$ cat src/sw_cmd_regs.svh
// constants of the single-wire bit and byte command handlers
`ifndef SW_CMD_REGS_SVH
`define SW_CMD_REGS_SVH

// command codes
`define SW_CODE_SINGLE_BIT   8'h87
`define SW_CODE_WRITE_BYTE   8'hA5

// field position of the slot type in the single-bit parameter byte
`define SW_SLOT_TYPE_BIT     7

// slots per command
`define SW_SLOTS_BIT         4'h1
`define SW_SLOTS_BYTE        4'h8

// clock period and the latest start of line activity
`define SW_CLK_PERIOD_NS     40
`define SW_ACT_MAX_NS        1090
`define SW_ACT_MAX_CYC       ((`SW_ACT_MAX_NS) / (`SW_CLK_PERIOD_NS))

// reset values of the status outputs
`define SW_BUSY_RST          1'b0
`define SW_RESULT_RST        1'b0
`define SW_PTR_RST           1'b0

`endif

$ cat src/sw_cmd_pkg.sv
// types shared by the single-wire command handlers
package sw_cmd_pkg;

    // command sequencer states
    typedef enum logic [1:0] {
        CMD_IDLE,
        CMD_WAIT_PARAM,
        CMD_RUN
    } cmd_state_t;

    // time slot phases
    typedef enum logic [1:0] {
        SLOT_IDLE,
        SLOT_LOW,
        SLOT_HIGH,
        SLOT_REC
    } slot_phase_t;

    // which command waits for its parameter
    typedef enum logic {
        KIND_BIT,
        KIND_BYTE
    } cmd_kind_t;

endpackage

$ cat src/sw_slot_gen.sv
// one time slot on the single-wire line: low phase, release, sample, recovery
`timescale 1ns/1ps
module sw_slot_gen
(
    // clock, reset, enable
    input  wire logic        i_sys_clk,
    input  wire logic        i_reset,
    input  wire logic        i_clk_en,
    // slot request and timing, all in clock cycles
    input  wire logic        i_start,
    input  wire logic [11:0] i_low_cyc,
    input  wire logic [11:0] i_slot_cyc,
    input  wire logic [11:0] i_sample_cyc,
    input  wire logic [11:0] i_rec_cyc,
    // synchronised line level
    input  wire logic        i_line,
    // slot outputs
    output logic             o_line_oe,
    output logic             o_sample_stb,
    output logic             o_sample,
    output logic             o_rec,
    output logic             o_done
);

    // ----------------------------------------------------------------
    // slot state
    // ----------------------------------------------------------------
    sw_cmd_pkg::slot_phase_t phase_q, phase_d;   // slot phase
    logic [11:0]             cnt_q, cnt_d;       // cycles since slot start, restarted from zero for recovery
    logic                    oe_q, oe_d;         // pulling the line low
    logic                    stb_q, stb_d;       // sample taken this cycle
    logic                    smp_q, smp_d;       // sampled level
    logic                    done_q, done_d;     // slot finished pulse

    // next slot state
    always_comb
    begin
        phase_d = phase_q;
        cnt_d   = cnt_q;
        oe_d    = oe_q;
        stb_d   = 1'b0;
        smp_d   = smp_q;
        done_d  = 1'b0;
        // sample the line at the sample point, in the low or high phase only
        if ((phase_q == sw_cmd_pkg::SLOT_LOW || phase_q == sw_cmd_pkg::SLOT_HIGH)
            && cnt_q == i_sample_cyc)
        begin
            stb_d = 1'b1;
            smp_d = i_line;
        end
        case (phase_q)
            sw_cmd_pkg::SLOT_IDLE:
            begin
                // start pulls the line low at once
                if (i_start)
                begin
                    phase_d = sw_cmd_pkg::SLOT_LOW;
                    cnt_d   = 12'h000;
                    oe_d    = 1'b1;
                end
            end
            sw_cmd_pkg::SLOT_LOW:
            begin
                cnt_d = cnt_q + 12'h001;
                // release after the low time, at least one cycle
                if (cnt_q + 12'h001 >= i_low_cyc)
                begin
                    phase_d = sw_cmd_pkg::SLOT_HIGH;
                    oe_d    = 1'b0;
                end
            end
            sw_cmd_pkg::SLOT_HIGH:
            begin
                cnt_d = cnt_q + 12'h001;
                // end of the slot proper, then recovery
                if (cnt_q + 12'h001 >= i_slot_cyc)
                begin
                    phase_d = sw_cmd_pkg::SLOT_REC;
                    cnt_d   = 12'h000;
                end
            end
            sw_cmd_pkg::SLOT_REC:
            begin
                cnt_d = cnt_q + 12'h001;
                // recovery over: slot done
                if (cnt_q + 12'h001 >= i_rec_cyc)
                begin
                    phase_d = sw_cmd_pkg::SLOT_IDLE;
                    done_d  = 1'b1;
                end
            end
            default:
            begin
                phase_d = sw_cmd_pkg::SLOT_IDLE;
                oe_d    = 1'b0;
            end
        endcase
    end

    // register slot state
    always_ff @(posedge i_sys_clk)
    begin
        if (i_reset)
        begin
            phase_q <= sw_cmd_pkg::SLOT_IDLE;
            cnt_q   <= 12'h000;
            oe_q    <= 1'b0;
            stb_q   <= 1'b0;
            smp_q   <= 1'b0;
            done_q  <= 1'b0;
        end
        else if (i_clk_en)
        begin
            phase_q <= phase_d;
            cnt_q   <= cnt_d;
            oe_q    <= oe_d;
            stb_q   <= stb_d;
            smp_q   <= smp_d;
            done_q  <= done_d;
        end
    end

    assign o_line_oe    = oe_q;
    assign o_sample_stb = stb_q;
    assign o_sample     = smp_q;
    assign o_done       = done_q;
    assign o_rec        = (phase_q == sw_cmd_pkg::SLOT_REC);

endmodule

$ cat src/sw_bit_byte_cmd.sv
// single-bit and write-byte command handlers of a single-wire line master
`timescale 1ns/1ps
`include "sw_cmd_regs.svh"

// Functional notes
// - single-bit code 87h, one parameter byte
// - parameter bit 7 selects zero or one slot
// - sample line at sample point into result
// - busy line: code not acknowledged, ignored
// - line activity starts within 1.09us
// - single-bit busy one slot time
// - write-byte code A5h, one data byte
// - write-byte gives eight slots, eight slot times
// - data sent least significant bit first
// - wait for whole byte before slots
// - read pointer left on master status
// - slots use current speed and pullup settings
// - write-one slot reads the line bit
module sw_bit_byte_cmd
#(
    parameter int SLOT_STD_CYC   = 1500,  // standard slot length in cycles
    parameter int SLOT_OD_CYC    = 250,   // overdrive slot length in cycles
    parameter int SAMPLE_STD_CYC = 375,   // standard sample point in cycles
    parameter int SAMPLE_OD_CYC  = 50     // overdrive sample point in cycles
)
(
    // clock, reset, enable
    input  wire logic        i_sys_clk,
    input  wire logic        i_reset,
    input  wire logic        i_clk_en,
    // received command stream from the host interface
    input  wire logic        i_byte_valid,
    input  wire logic        i_byte_is_code,
    input  wire logic [7:0]  i_byte_data,
    input  wire logic        i_read_ptr_moved,
    // configuration
    input  wire logic        i_overdrive_speed_select,
    input  wire logic        i_active_pullup_select,
    input  wire logic        i_strong_pullup_select,
    input  wire logic [11:0] i_write_zero_low_time,
    input  wire logic [11:0] i_write_one_low_time,
    input  wire logic [11:0] i_recovery_time,
    input  wire logic        i_weak_pullup_value,
    // line pin (open drain)
    input  wire logic        i_line_in,
    output logic             o_line_out,
    output logic             o_line_oe,
    output logic             o_active_pullup_en,
    output logic             o_strong_pullup_en,
    output logic             o_weak_pullup_value,
    // handshake and status
    output logic             o_code_ack,
    output logic             o_line_busy_flag,
    output logic             o_single_bit_result_flag,
    output logic             o_read_ptr_at_status
);

    // ----------------------------------------------------------------
    // line input synchroniser
    // ----------------------------------------------------------------
    logic sync1_q, sync1_d;   // first stage, read only by the second
    logic sync2_q, sync2_d;   // synchronised line level

    // next synchroniser values
    always_comb
    begin
        sync1_d = i_line_in;
        sync2_d = sync1_q;
    end

    // register synchroniser
    always_ff @(posedge i_sys_clk)
    begin
        if (i_reset)
        begin
            sync1_q <= 1'b1;
            sync2_q <= 1'b1;
        end
        else if (i_clk_en)
        begin
            sync1_q <= sync1_d;
            sync2_q <= sync2_d;
        end
    end

    // ----------------------------------------------------------------
    // slot timing selection
    // ----------------------------------------------------------------
    logic [11:0] slot_cyc;     // slot length for current speed
    logic [11:0] sample_cyc;   // sample point for current speed
    logic [11:0] low_cyc;      // low time of the next slot
    logic        slot_start;   // launch one slot
    logic        slot_oe;      // slot engine pulls low
    logic        slot_stb;     // sample strobe
    logic        slot_smp;     // sampled level
    logic        slot_rec;     // slot in recovery
    logic        slot_done;    // slot finished
    logic [7:0]  shift_q, shift_d;   // bits still to send, bit 0 next

    // timing from the settings as they stand now
    always_comb
    begin
        slot_cyc   = i_overdrive_speed_select ? SLOT_OD_CYC[11:0] : SLOT_STD_CYC[11:0];
        sample_cyc = i_overdrive_speed_select ? SAMPLE_OD_CYC[11:0]
                                              : SAMPLE_STD_CYC[11:0];
        // write-one slot doubles as the read slot
        low_cyc    = shift_q[0] ? i_write_one_low_time : i_write_zero_low_time;
    end

    sw_slot_gen u_slot
    (
        .i_sys_clk    (i_sys_clk),
        .i_reset      (i_reset),
        .i_clk_en     (i_clk_en),
        .i_start      (slot_start),
        .i_low_cyc    (low_cyc),
        .i_slot_cyc   (slot_cyc),
        .i_sample_cyc (sample_cyc),
        .i_rec_cyc    (i_recovery_time),
        .i_line       (sync2_q),
        .o_line_oe    (slot_oe),
        .o_sample_stb (slot_stb),
        .o_sample     (slot_smp),
        .o_rec        (slot_rec),
        .o_done       (slot_done)
    );

    // ----------------------------------------------------------------
    // command sequencer
    // ----------------------------------------------------------------
    sw_cmd_pkg::cmd_state_t state_q, state_d;   // sequencer state
    sw_cmd_pkg::cmd_kind_t  kind_q, kind_d;     // command being run
    logic [3:0]             left_q, left_d;     // slots still to run
    logic                   start_q, start_d;   // slot launch request
    logic                   ack_q, ack_d;       // code acknowledge
    logic                   busy_q, busy_d;     // line busy flag
    logic                   sbr_q, sbr_d;       // single-bit result
    logic                   ptr_q, ptr_d;       // read pointer on status
    logic                   spu_q, spu_d;       // strong pullup after command

    assign slot_start = start_q;

    // next sequencer values
    always_comb
    begin
        state_d = state_q;
        kind_d  = kind_q;
        shift_d = shift_q;
        left_d  = left_q;
        start_d = 1'b0;
        ack_d   = 1'b0;
        busy_d  = busy_q;
        sbr_d   = sbr_q;
        ptr_d   = ptr_q;
        spu_d   = spu_q;
        // any later pointer move by the host interface wins over the hold
        if (i_read_ptr_moved)
        begin
            ptr_d = 1'b0;
        end
        case (state_q)
            sw_cmd_pkg::CMD_IDLE:
            begin
                // a code arriving while busy is neither acknowledged nor kept
                if (i_byte_valid && i_byte_is_code && !busy_q)
                begin
                    if (i_byte_data == `SW_CODE_SINGLE_BIT)
                    begin
                        ack_d   = 1'b1;
                        kind_d  = sw_cmd_pkg::KIND_BIT;
                        state_d = sw_cmd_pkg::CMD_WAIT_PARAM;
                    end
                    else if (i_byte_data == `SW_CODE_WRITE_BYTE)
                    begin
                        ack_d   = 1'b1;
                        kind_d  = sw_cmd_pkg::KIND_BYTE;
                        state_d = sw_cmd_pkg::CMD_WAIT_PARAM;
                    end
                end
            end
            sw_cmd_pkg::CMD_WAIT_PARAM:
            begin
                // a new code abandons the pending command
                if (i_byte_valid && i_byte_is_code)
                begin
                    state_d = sw_cmd_pkg::CMD_IDLE;
                end
                // whole parameter byte in hand: start within one cycle
                else if (i_byte_valid)
                begin
                    busy_d  = 1'b1;
                    start_d = 1'b1;
                    spu_d   = 1'b0;
                    ptr_d   = 1'b1;
                    state_d = sw_cmd_pkg::CMD_RUN;
                    if (kind_q == sw_cmd_pkg::KIND_BIT)
                    begin
                        // only the slot type bit matters
                        shift_d = {7'h00, i_byte_data[`SW_SLOT_TYPE_BIT]};
                        left_d  = `SW_SLOTS_BIT;
                    end
                    else
                    begin
                        shift_d = i_byte_data;
                        left_d  = `SW_SLOTS_BYTE;
                    end
                end
            end
            sw_cmd_pkg::CMD_RUN:
            begin
                // sampled level of a single-bit slot becomes the result
                if (slot_stb && kind_q == sw_cmd_pkg::KIND_BIT)
                begin
                    sbr_d = slot_smp;
                end
                if (slot_done)
                begin
                    shift_d = {1'b0, shift_q[7:1]};
                    left_d  = left_q - 4'h1;
                    if (left_q == 4'h1)
                    begin
                        busy_d  = 1'b0;
                        spu_d   = i_strong_pullup_select;
                        state_d = sw_cmd_pkg::CMD_IDLE;
                    end
                    else
                    begin
                        start_d = 1'b1;
                    end
                end
            end
            default:
            begin
                state_d = sw_cmd_pkg::CMD_IDLE;
                busy_d  = 1'b0;
            end
        endcase
    end

    // register sequencer state
    always_ff @(posedge i_sys_clk)
    begin
        if (i_reset)
        begin
            state_q <= sw_cmd_pkg::CMD_IDLE;
            kind_q  <= sw_cmd_pkg::KIND_BIT;
            shift_q <= 8'h00;
            left_q  <= 4'h0;
            start_q <= 1'b0;
            ack_q   <= 1'b0;
            busy_q  <= `SW_BUSY_RST;
            sbr_q   <= `SW_RESULT_RST;
            ptr_q   <= `SW_PTR_RST;
            spu_q   <= 1'b0;
        end
        else if (i_clk_en)
        begin
            state_q <= state_d;
            kind_q  <= kind_d;
            shift_q <= shift_d;
            left_q  <= left_d;
            start_q <= start_d;
            ack_q   <= ack_d;
            busy_q  <= busy_d;
            sbr_q   <= sbr_d;
            ptr_q   <= ptr_d;
            spu_q   <= spu_d;
        end
    end

    // ----------------------------------------------------------------
    // pin drivers
    // ----------------------------------------------------------------
    logic oe_q, oe_d;       // line pulled low
    logic apu_q, apu_d;     // active pullup during recovery
    logic wpu_q, wpu_d;     // weak pullup selection

    // next pin values
    always_comb
    begin
        oe_d  = slot_oe;
        apu_d = slot_rec && i_active_pullup_select;
        wpu_d = i_weak_pullup_value;
    end

    // register pin drivers
    always_ff @(posedge i_sys_clk)
    begin
        if (i_reset)
        begin
            oe_q  <= 1'b0;
            apu_q <= 1'b0;
            wpu_q <= 1'b0;
        end
        else if (i_clk_en)
        begin
            oe_q  <= oe_d;
            apu_q <= apu_d;
            wpu_q <= wpu_d;
        end
    end

    // outputs straight from flip-flops, o_line_out tied low; the line is only ever pulled low
    assign o_line_out               = 1'b0;
    assign o_line_oe                = oe_q;
    assign o_active_pullup_en       = apu_q;
    assign o_strong_pullup_en       = spu_q;
    assign o_weak_pullup_value      = wpu_q;
    assign o_code_ack               = ack_q;
    assign o_line_busy_flag         = busy_q;
    assign o_single_bit_result_flag = sbr_q;
    assign o_read_ptr_at_status     = ptr_q;

endmodule

$ cat config.mk
export PLATFORM = sky130hd
export DESIGN_NAME = sw_bit_byte_cmd
export DESIGN_NICKNAME = d
export VERILOG_FILES = /design/src/sw_cmd_pkg.sv /design/src/sw_slot_gen.sv /design/src/sw_bit_byte_cmd.sv
export VERILOG_INCLUDE_DIRS = /design/src /design/src/src
export SDC_FILE = /design/constraint.sdc
export NUM_CORES = 1
export LEC_CHECK = 0
export BUFFER_PORTS_ARGS = -buffer_cell sky130_fd_sc_hd__buf_4
export CORE_ASPECT_RATIO = 0.9
export CORE_MARGIN = 2
export CORE_UTILIZATION = 35
export CTS_CLUSTER_DIAMETER = 50
export DETAILED_ROUTE_END_ITERATION = 12
export SYNTH_ARGS = -nofsm -noshare
export SYNTH_HDL_FRONTEND = slang
export SYNTH_SLANG_ARGS = --single-unit
$ cat constraint.sdc
create_clock -name i_sys_clk -period 4.05 [get_ports i_sys_clk]
set_input_delay 0.6075 -clock i_sys_clk [delete_from_list [all_inputs] [get_ports i_sys_clk]]
set_output_delay 0.6075 -clock i_sys_clk [all_outputs]
set_load 0.03 [all_outputs]
* Yosys cells after proc, flatten, opt, wreduce, memory -nomap -nowiden *
Index checks and enable logic that the tools add are counted.

word-level totals
  register bits = 44
  input port bits = 55
  output and inout bits = 9
  logic and storage cells = 131

operators by class
  add/sub/neg operators = 2
  $lt $le $gt $ge = 3
  equality and inequality tests = 20
  muxes and demuxes = 60
  bitwise logic cells = 2
  reduce and logical (&&, ||, !) cells = 23

operator list
  cell                                           number
  two-way mux 12 bit                             3
  case mux 12 bit (3 select lines)               1
  two-way mux 8 bit                              4
  two-way mux 1 bit                              27
  greater-or-equal comparator 12 bit             2
  two-way mux 2 bit                              11
  AND reduction 6 bit                            3
  == test 8 bit, second input constant           2
  two-way mux 4 bit                              4
  case mux 8 bit (2 select lines)                1
  inequality test 2 bit, second input constant   7
  adder 12 x 1 -> 12 bit, second input constant  1
  == test 12 x 9 -> 1 bit                        1
  greater-or-equal comparator 12 x 11 -> 1 bit   1
  two-way mux 11 bit                             1
  AND reduction 5 bit                            2
  two-way mux 9 bit                              1
  case mux 2 bit (4 select lines)                1
  case mux 4 bit (2 select lines)                1
  AND reduction 4 bit                            2
  == test 2 bit, second input constant           3
  inequality test 3 bit, second input constant   2
  case mux 1 bit (2 select lines)                3
  case mux 2 bit (3 select lines)                1
  14 further kinds                               25

* Longest topological paths before layout *
  depth in word-level cells = 5
  depth in mapped cells = 14

* Cells and area by module *
A second synthesis with hierarchy kept.

unflattened totals
  cell total of the unflattened synthesis = 439
  area total of the unflattened synthesis = 3510.9 um2

modules (own cells, without submodules)
  module           times used  cells each  area each (um2)
  sw_slot_gen      1           273         2074.5
  sw_bit_byte_cmd  1           166         1436.4

* Worst setup path after synthesis *
No wires, ideal clock.

  path type = reg-to-reg
  start point = register u_slot.cnt_q[0]
  end point = register u_slot.phase_q[0]
  setup time = 121 ps
  arrival = 2881 ps
  setup slack = 1048 ps
  stages on the path, launching flop included = 15
  cell sequence = dfxtp_1 ha_1 nand2_1 nor2_1 and3_1 and3_1 xor2_1 ha_1 a21o_1 nand2_1 nand3b_1 a2111oi_0 a211oi_1 o211a_1 mux2i_1

on the way
  word-level cells in the longest chain between the ends = 4
  elaborated cells between the ends (all ways) = 8

RTL lines
  what                                                                                      RTL line                                                 source
  start, declared                                                                           sw_slot_gen.sv:29                                        logic [11:0] cnt_q, cnt_d;
  start signal, assigned                                                                    sw_slot_gen.sv:115                                       cnt_q <= cnt_d;
  adder 12 x 1 -> 12 bit *                                                                  sw_slot_gen.sv:66, sw_slot_gen.sv:76, sw_slot_gen.sv:86
  greater-or-equal comparator 12 x 11 -> 1 bit, or another cell as far along                sw_slot_gen.sv:76                                        if (cnt_q + 12'h001 >= i_slot_cyc)
  inequality test 2 bit (no line) / inequality test 2 x 1 -> 1 bit (equally long branches)  --
  AND reduction 5 bit (no line) *                                                           --
  end signal, assigned                                                                      sw_slot_gen.sv:105                                       phase_q <= sw_cmd_pkg::SLOT_IDLE;
  end signal, assigned                                                                      sw_slot_gen.sv:114                                       phase_q <= phase_d;
  end, declared                                                                             sw_slot_gen.sv:28                                        sw_cmd_pkg::slot_phase_t phase_q, phase_d;

Every way passes the cells marked *; elsewhere a longest branch is shown, timed or not.
A chain may end at the register's enable or synchronous reset.

* Final worst setup path *
  start point = register u_slot.cnt_q[0]
  end point = register u_slot.phase_q[1]

Same word-level chain as after synthesis.

==> reports/metrics.yaml <==
max_cap_viol_count: 0
async_reset_ff_share_pct: 0
worstMarginPinSlew_ns: 0.710
ys_seq_area_share_pct: 28.2
tns_ns: 0
die_area_um2: 9700
cp-start-kind: "flip-flop"
switching_share_pct: 23.9
syn_area_um2: 3130
core_um2: 8610
grt_use_total_pct: 16.7
path_cells: "ha_1 > nand2_1 > nor2_1 > and3_1 > and3_1 > xor2_1 > ha_1 > a21o_1 > nand2_1 > nand3b_1 > a2111oi_0 > a211oi_1 > o211a_1 > mux2i_1"
numPortBuffers: 62
rsz0062_at_grt: "false"
end_kind: "flip-flop"
area_growth_pct: 21.2
num_vias: 2824
power_frac_seq_pct: 49.4
netlist_top_cells_area: "dfxtp_1, ha_1, mux2i_1"
p_per_area_nw_per_um2: 233
synth_edf_count: 0
regToRegSetupSlack_ns: 0.53
numCtsBuffers: 5
layout.nets: 527
slowest_stage: "dfxtp_1"
vias_per_cell: 5.12
ys_ff_latch: 44
cts_tree: "done"
hold_slack_ns: 0.460
place.gp.congestion: 0.907
status: "finished, final reports clean"
antenna-diode-count: 0
clock.fmax_mhz: 284
globalRouteOverflowTotal: 0
synth_flop_cell: "dfxtp_1"
die_h_um: 93.7
antenna_found_initial: 0
ant_nets: 0
setup_viol: 0
grt_pass1_wl_um: 13400
initial_core_util_pct: 36.3
syn_avg_cell_area_um2: 8.22
drc: 0
worstSetupPathType: "flip-flop to flip-flop"
max_slew_margin_pct: 52.5
p_comb_share_pct: 10.3
path_clk_slew_ns: 0.09
clock_sinks: 44
dp_hpwl_um: 5930
post_cts_buffers: 0
yosysTopAreaCell: "dfxtp_1"
clockRootBuffer: "clkbuf_8"
cts_resized: 0
fin_crit_sh_pct: 86.9
drive_gt1_share_pct: 18.7
p_int_uw: 671
synth_warnings: 0
critical_path.max_fanout: 9
hold_buffers: 0
num_io_pins: 64
synthCells: 380
yosysTopAreaCellShare_pct: 28.2
wl_um: 7760
cts.path.max_buffers: 2
slew_violations: 0
post_drt_wl_per_cell_um: 14.1
peakVddDrop_v: 0.000118
htree_levels: 2
finClkSkew_ns: 0.00419
die_x_um: 104
grt_max_degree: 47
cpPeakStageDelay_ns: 0.51
grt_pass1_vias: 2765
worst_hold_path_type: "flip-flop to flip-flop"
p_leak_uw: 0.00169
switchingPower_uw: 211
post-route-min-period_ns: 3.52
hold_viol: 0
insertion_delay_ns: 0.30
worstPathRequired_ns: 4.25
drtIter0Drc: 130
p_clk_share_pct: 40.4
synth_fp_nets: 475
ys_types: 55
dr.pass1.iters: 4
arrival_ns: 3.72
rows: 32
## cells in the final DEF (no fill, tap or decap), types with 4 or more instances in the layout
master | Yosys | routed
ha_1 | 40 | 40
buf_4 | 1 | 63
clkbuf_8 | 0 | 5
and3_1 | 4 | 4
mux2i_1 | 20 | 20
nand2b_1 | 8 | 8
nor4_1 | 4 | 4
xnor2_1 | 4 | 4
a221oi_1 | 5 | 5
o21ai_0 | 14 | 14
dfxtp_1 | 44 | 44
inv_1 | 28 | 28
nor3_1 | 13 | 13
nand3_1 | 8 | 8
xor2_1 | 6 | 6
nor2_1 | 37 | 37
or2_2 | 4 | 4
a22oi_1 | 7 | 7
nand2_1 | 26 | 26
nor2b_1 | 12 | 12
a211oi_1 | 5 | 5
a21o_1 | 8 | 8
a21oi_1 | 24 | 24
## layout make-up
class / instances / area [um2]
Inverter: 28 / 105
Clock buffer: 5 / 68.8
Clock inverter: 3 / 46.3
Multi-Input combinational cell: 290 / 2070
Tap cell: 119 / 149
Timing Repair Buffer: 63 / 473
Sequential cell: 44 / 881
Fill cell: 880 / 4820
## flip-flops by register name, indices dropped and copies added (netlist names), 2 cells and up
name	count
left_q	4
shift_q	8
state_q	2
u_slot.cnt_q	12
u_slot.phase_q	2
## synth_stat cells, types with 2 or more instances
library cell	count
a22oi_1	7
and3_1	4
ha_1	40
inv_1	28
a221oi_1	5
a211oi_1	5
nand4_1	3
nand3_1	8
nor2_1	37
nand3b_1	3
nand4b_1	3
nand2b_1	8
a2111oi_0	2
a21o_1	8
mux2i_1	20
a211o_1	3
nor3_1	13
xnor2_1	4
nor4_1	4
nand2_1	26
clkbuf_1	14
or3_1	2
dfxtp_1	44
nor2b_1	12
o21ai_0	14
a31oi_1	3
a21oi_1	24
or2_2	4
xor2_1	6
## metal layers
layer	routed length [um]	GRT usage (%)	part of all wire [%]
met3	392	3.19	5.0
met2	3360	26.0	43
met5	0	0	0
met1	3950	24.2	51
met4	57	3.38	0.73
## stage by stage
step / power (uW) / setup WS [ns] / cell area (um2) / instances / util (%)
finish: 882 / 0.530 / 3790 / 552 / 44.0
detailed placement: 537 / 0.601 / 3670 / 544 / 42.7
CTS: 896 / 0.545 / 3790 / 552 / 44.0
global placement: 535 / 0.783 / 3670 / 544 / 42.7
global route: 921 / 0.129 / 3790 / 552 / 44.0
floorplan: 484 / 1.05 / 3130 / 380 / -
## logic make-up (layout without fill, tap and decap cells)
kind of cell	count (synthesis)	count (layout)	share of synthesized area, %
XOR/XNOR	10	10	2.80
other	1	1	0.120
AO/OA/AOI/OAI	83	83	17.8
AND/OR/NAND/NOR	135	135	22.6
buffers and inverters	46	99	5.72
adder cells (fa/ha/maj)	40	40	16.0
multiplexers	21	21	6.77
flip-flops	44	44	28.2
## path summary, 6_finish.rpt
| check | to | startpoint | cells after the start |
|---|---|---|---|
| max reg2reg | u_slot.phase_q[1]$_SDFFE_PP0P_ | u_slot.cnt_q[0]$_SDFFE_PP0P_ | 14 |
| min | o_read_ptr_at_status$_SDFFE_PP0P_ | o_read_ptr_at_status$_SDFFE_PP0P_ | 2 |
| max | u_slot.phase_q[1]$_SDFFE_PP0P_ | u_slot.cnt_q[0]$_SDFFE_PP0P_ | 14 |
| min reg2reg | o_read_ptr_at_status$_SDFFE_PP0P_ | o_read_ptr_at_status$_SDFFE_PP0P_ | 2 |
## power by group through the flow
stage | sequential, uW | combinational, uW | clock, uW
after global placement | 446 | 89.1 | 0
after global routing | 436 | 101 | 384
after CTS | 436 | 91.8 | 369
after detailed placement | 446 | 91.3 | 0
after floorplan | 447 | 37.2 | 0
final | 435 | 90.5 | 356
## critical path, delay by kind of cell, from the launching register on
kind	cells	cell delay, ns
muxes	1	0.12
AOI/OAI and AO/OA	4	1.03
adders and majority gates	2	0.57
xor gates and xnor gates	1	0.33
and+or+nand+nor	6	0.85
DFF	1	0.51
Note: power is estimated with default switching activity, not from simulation.
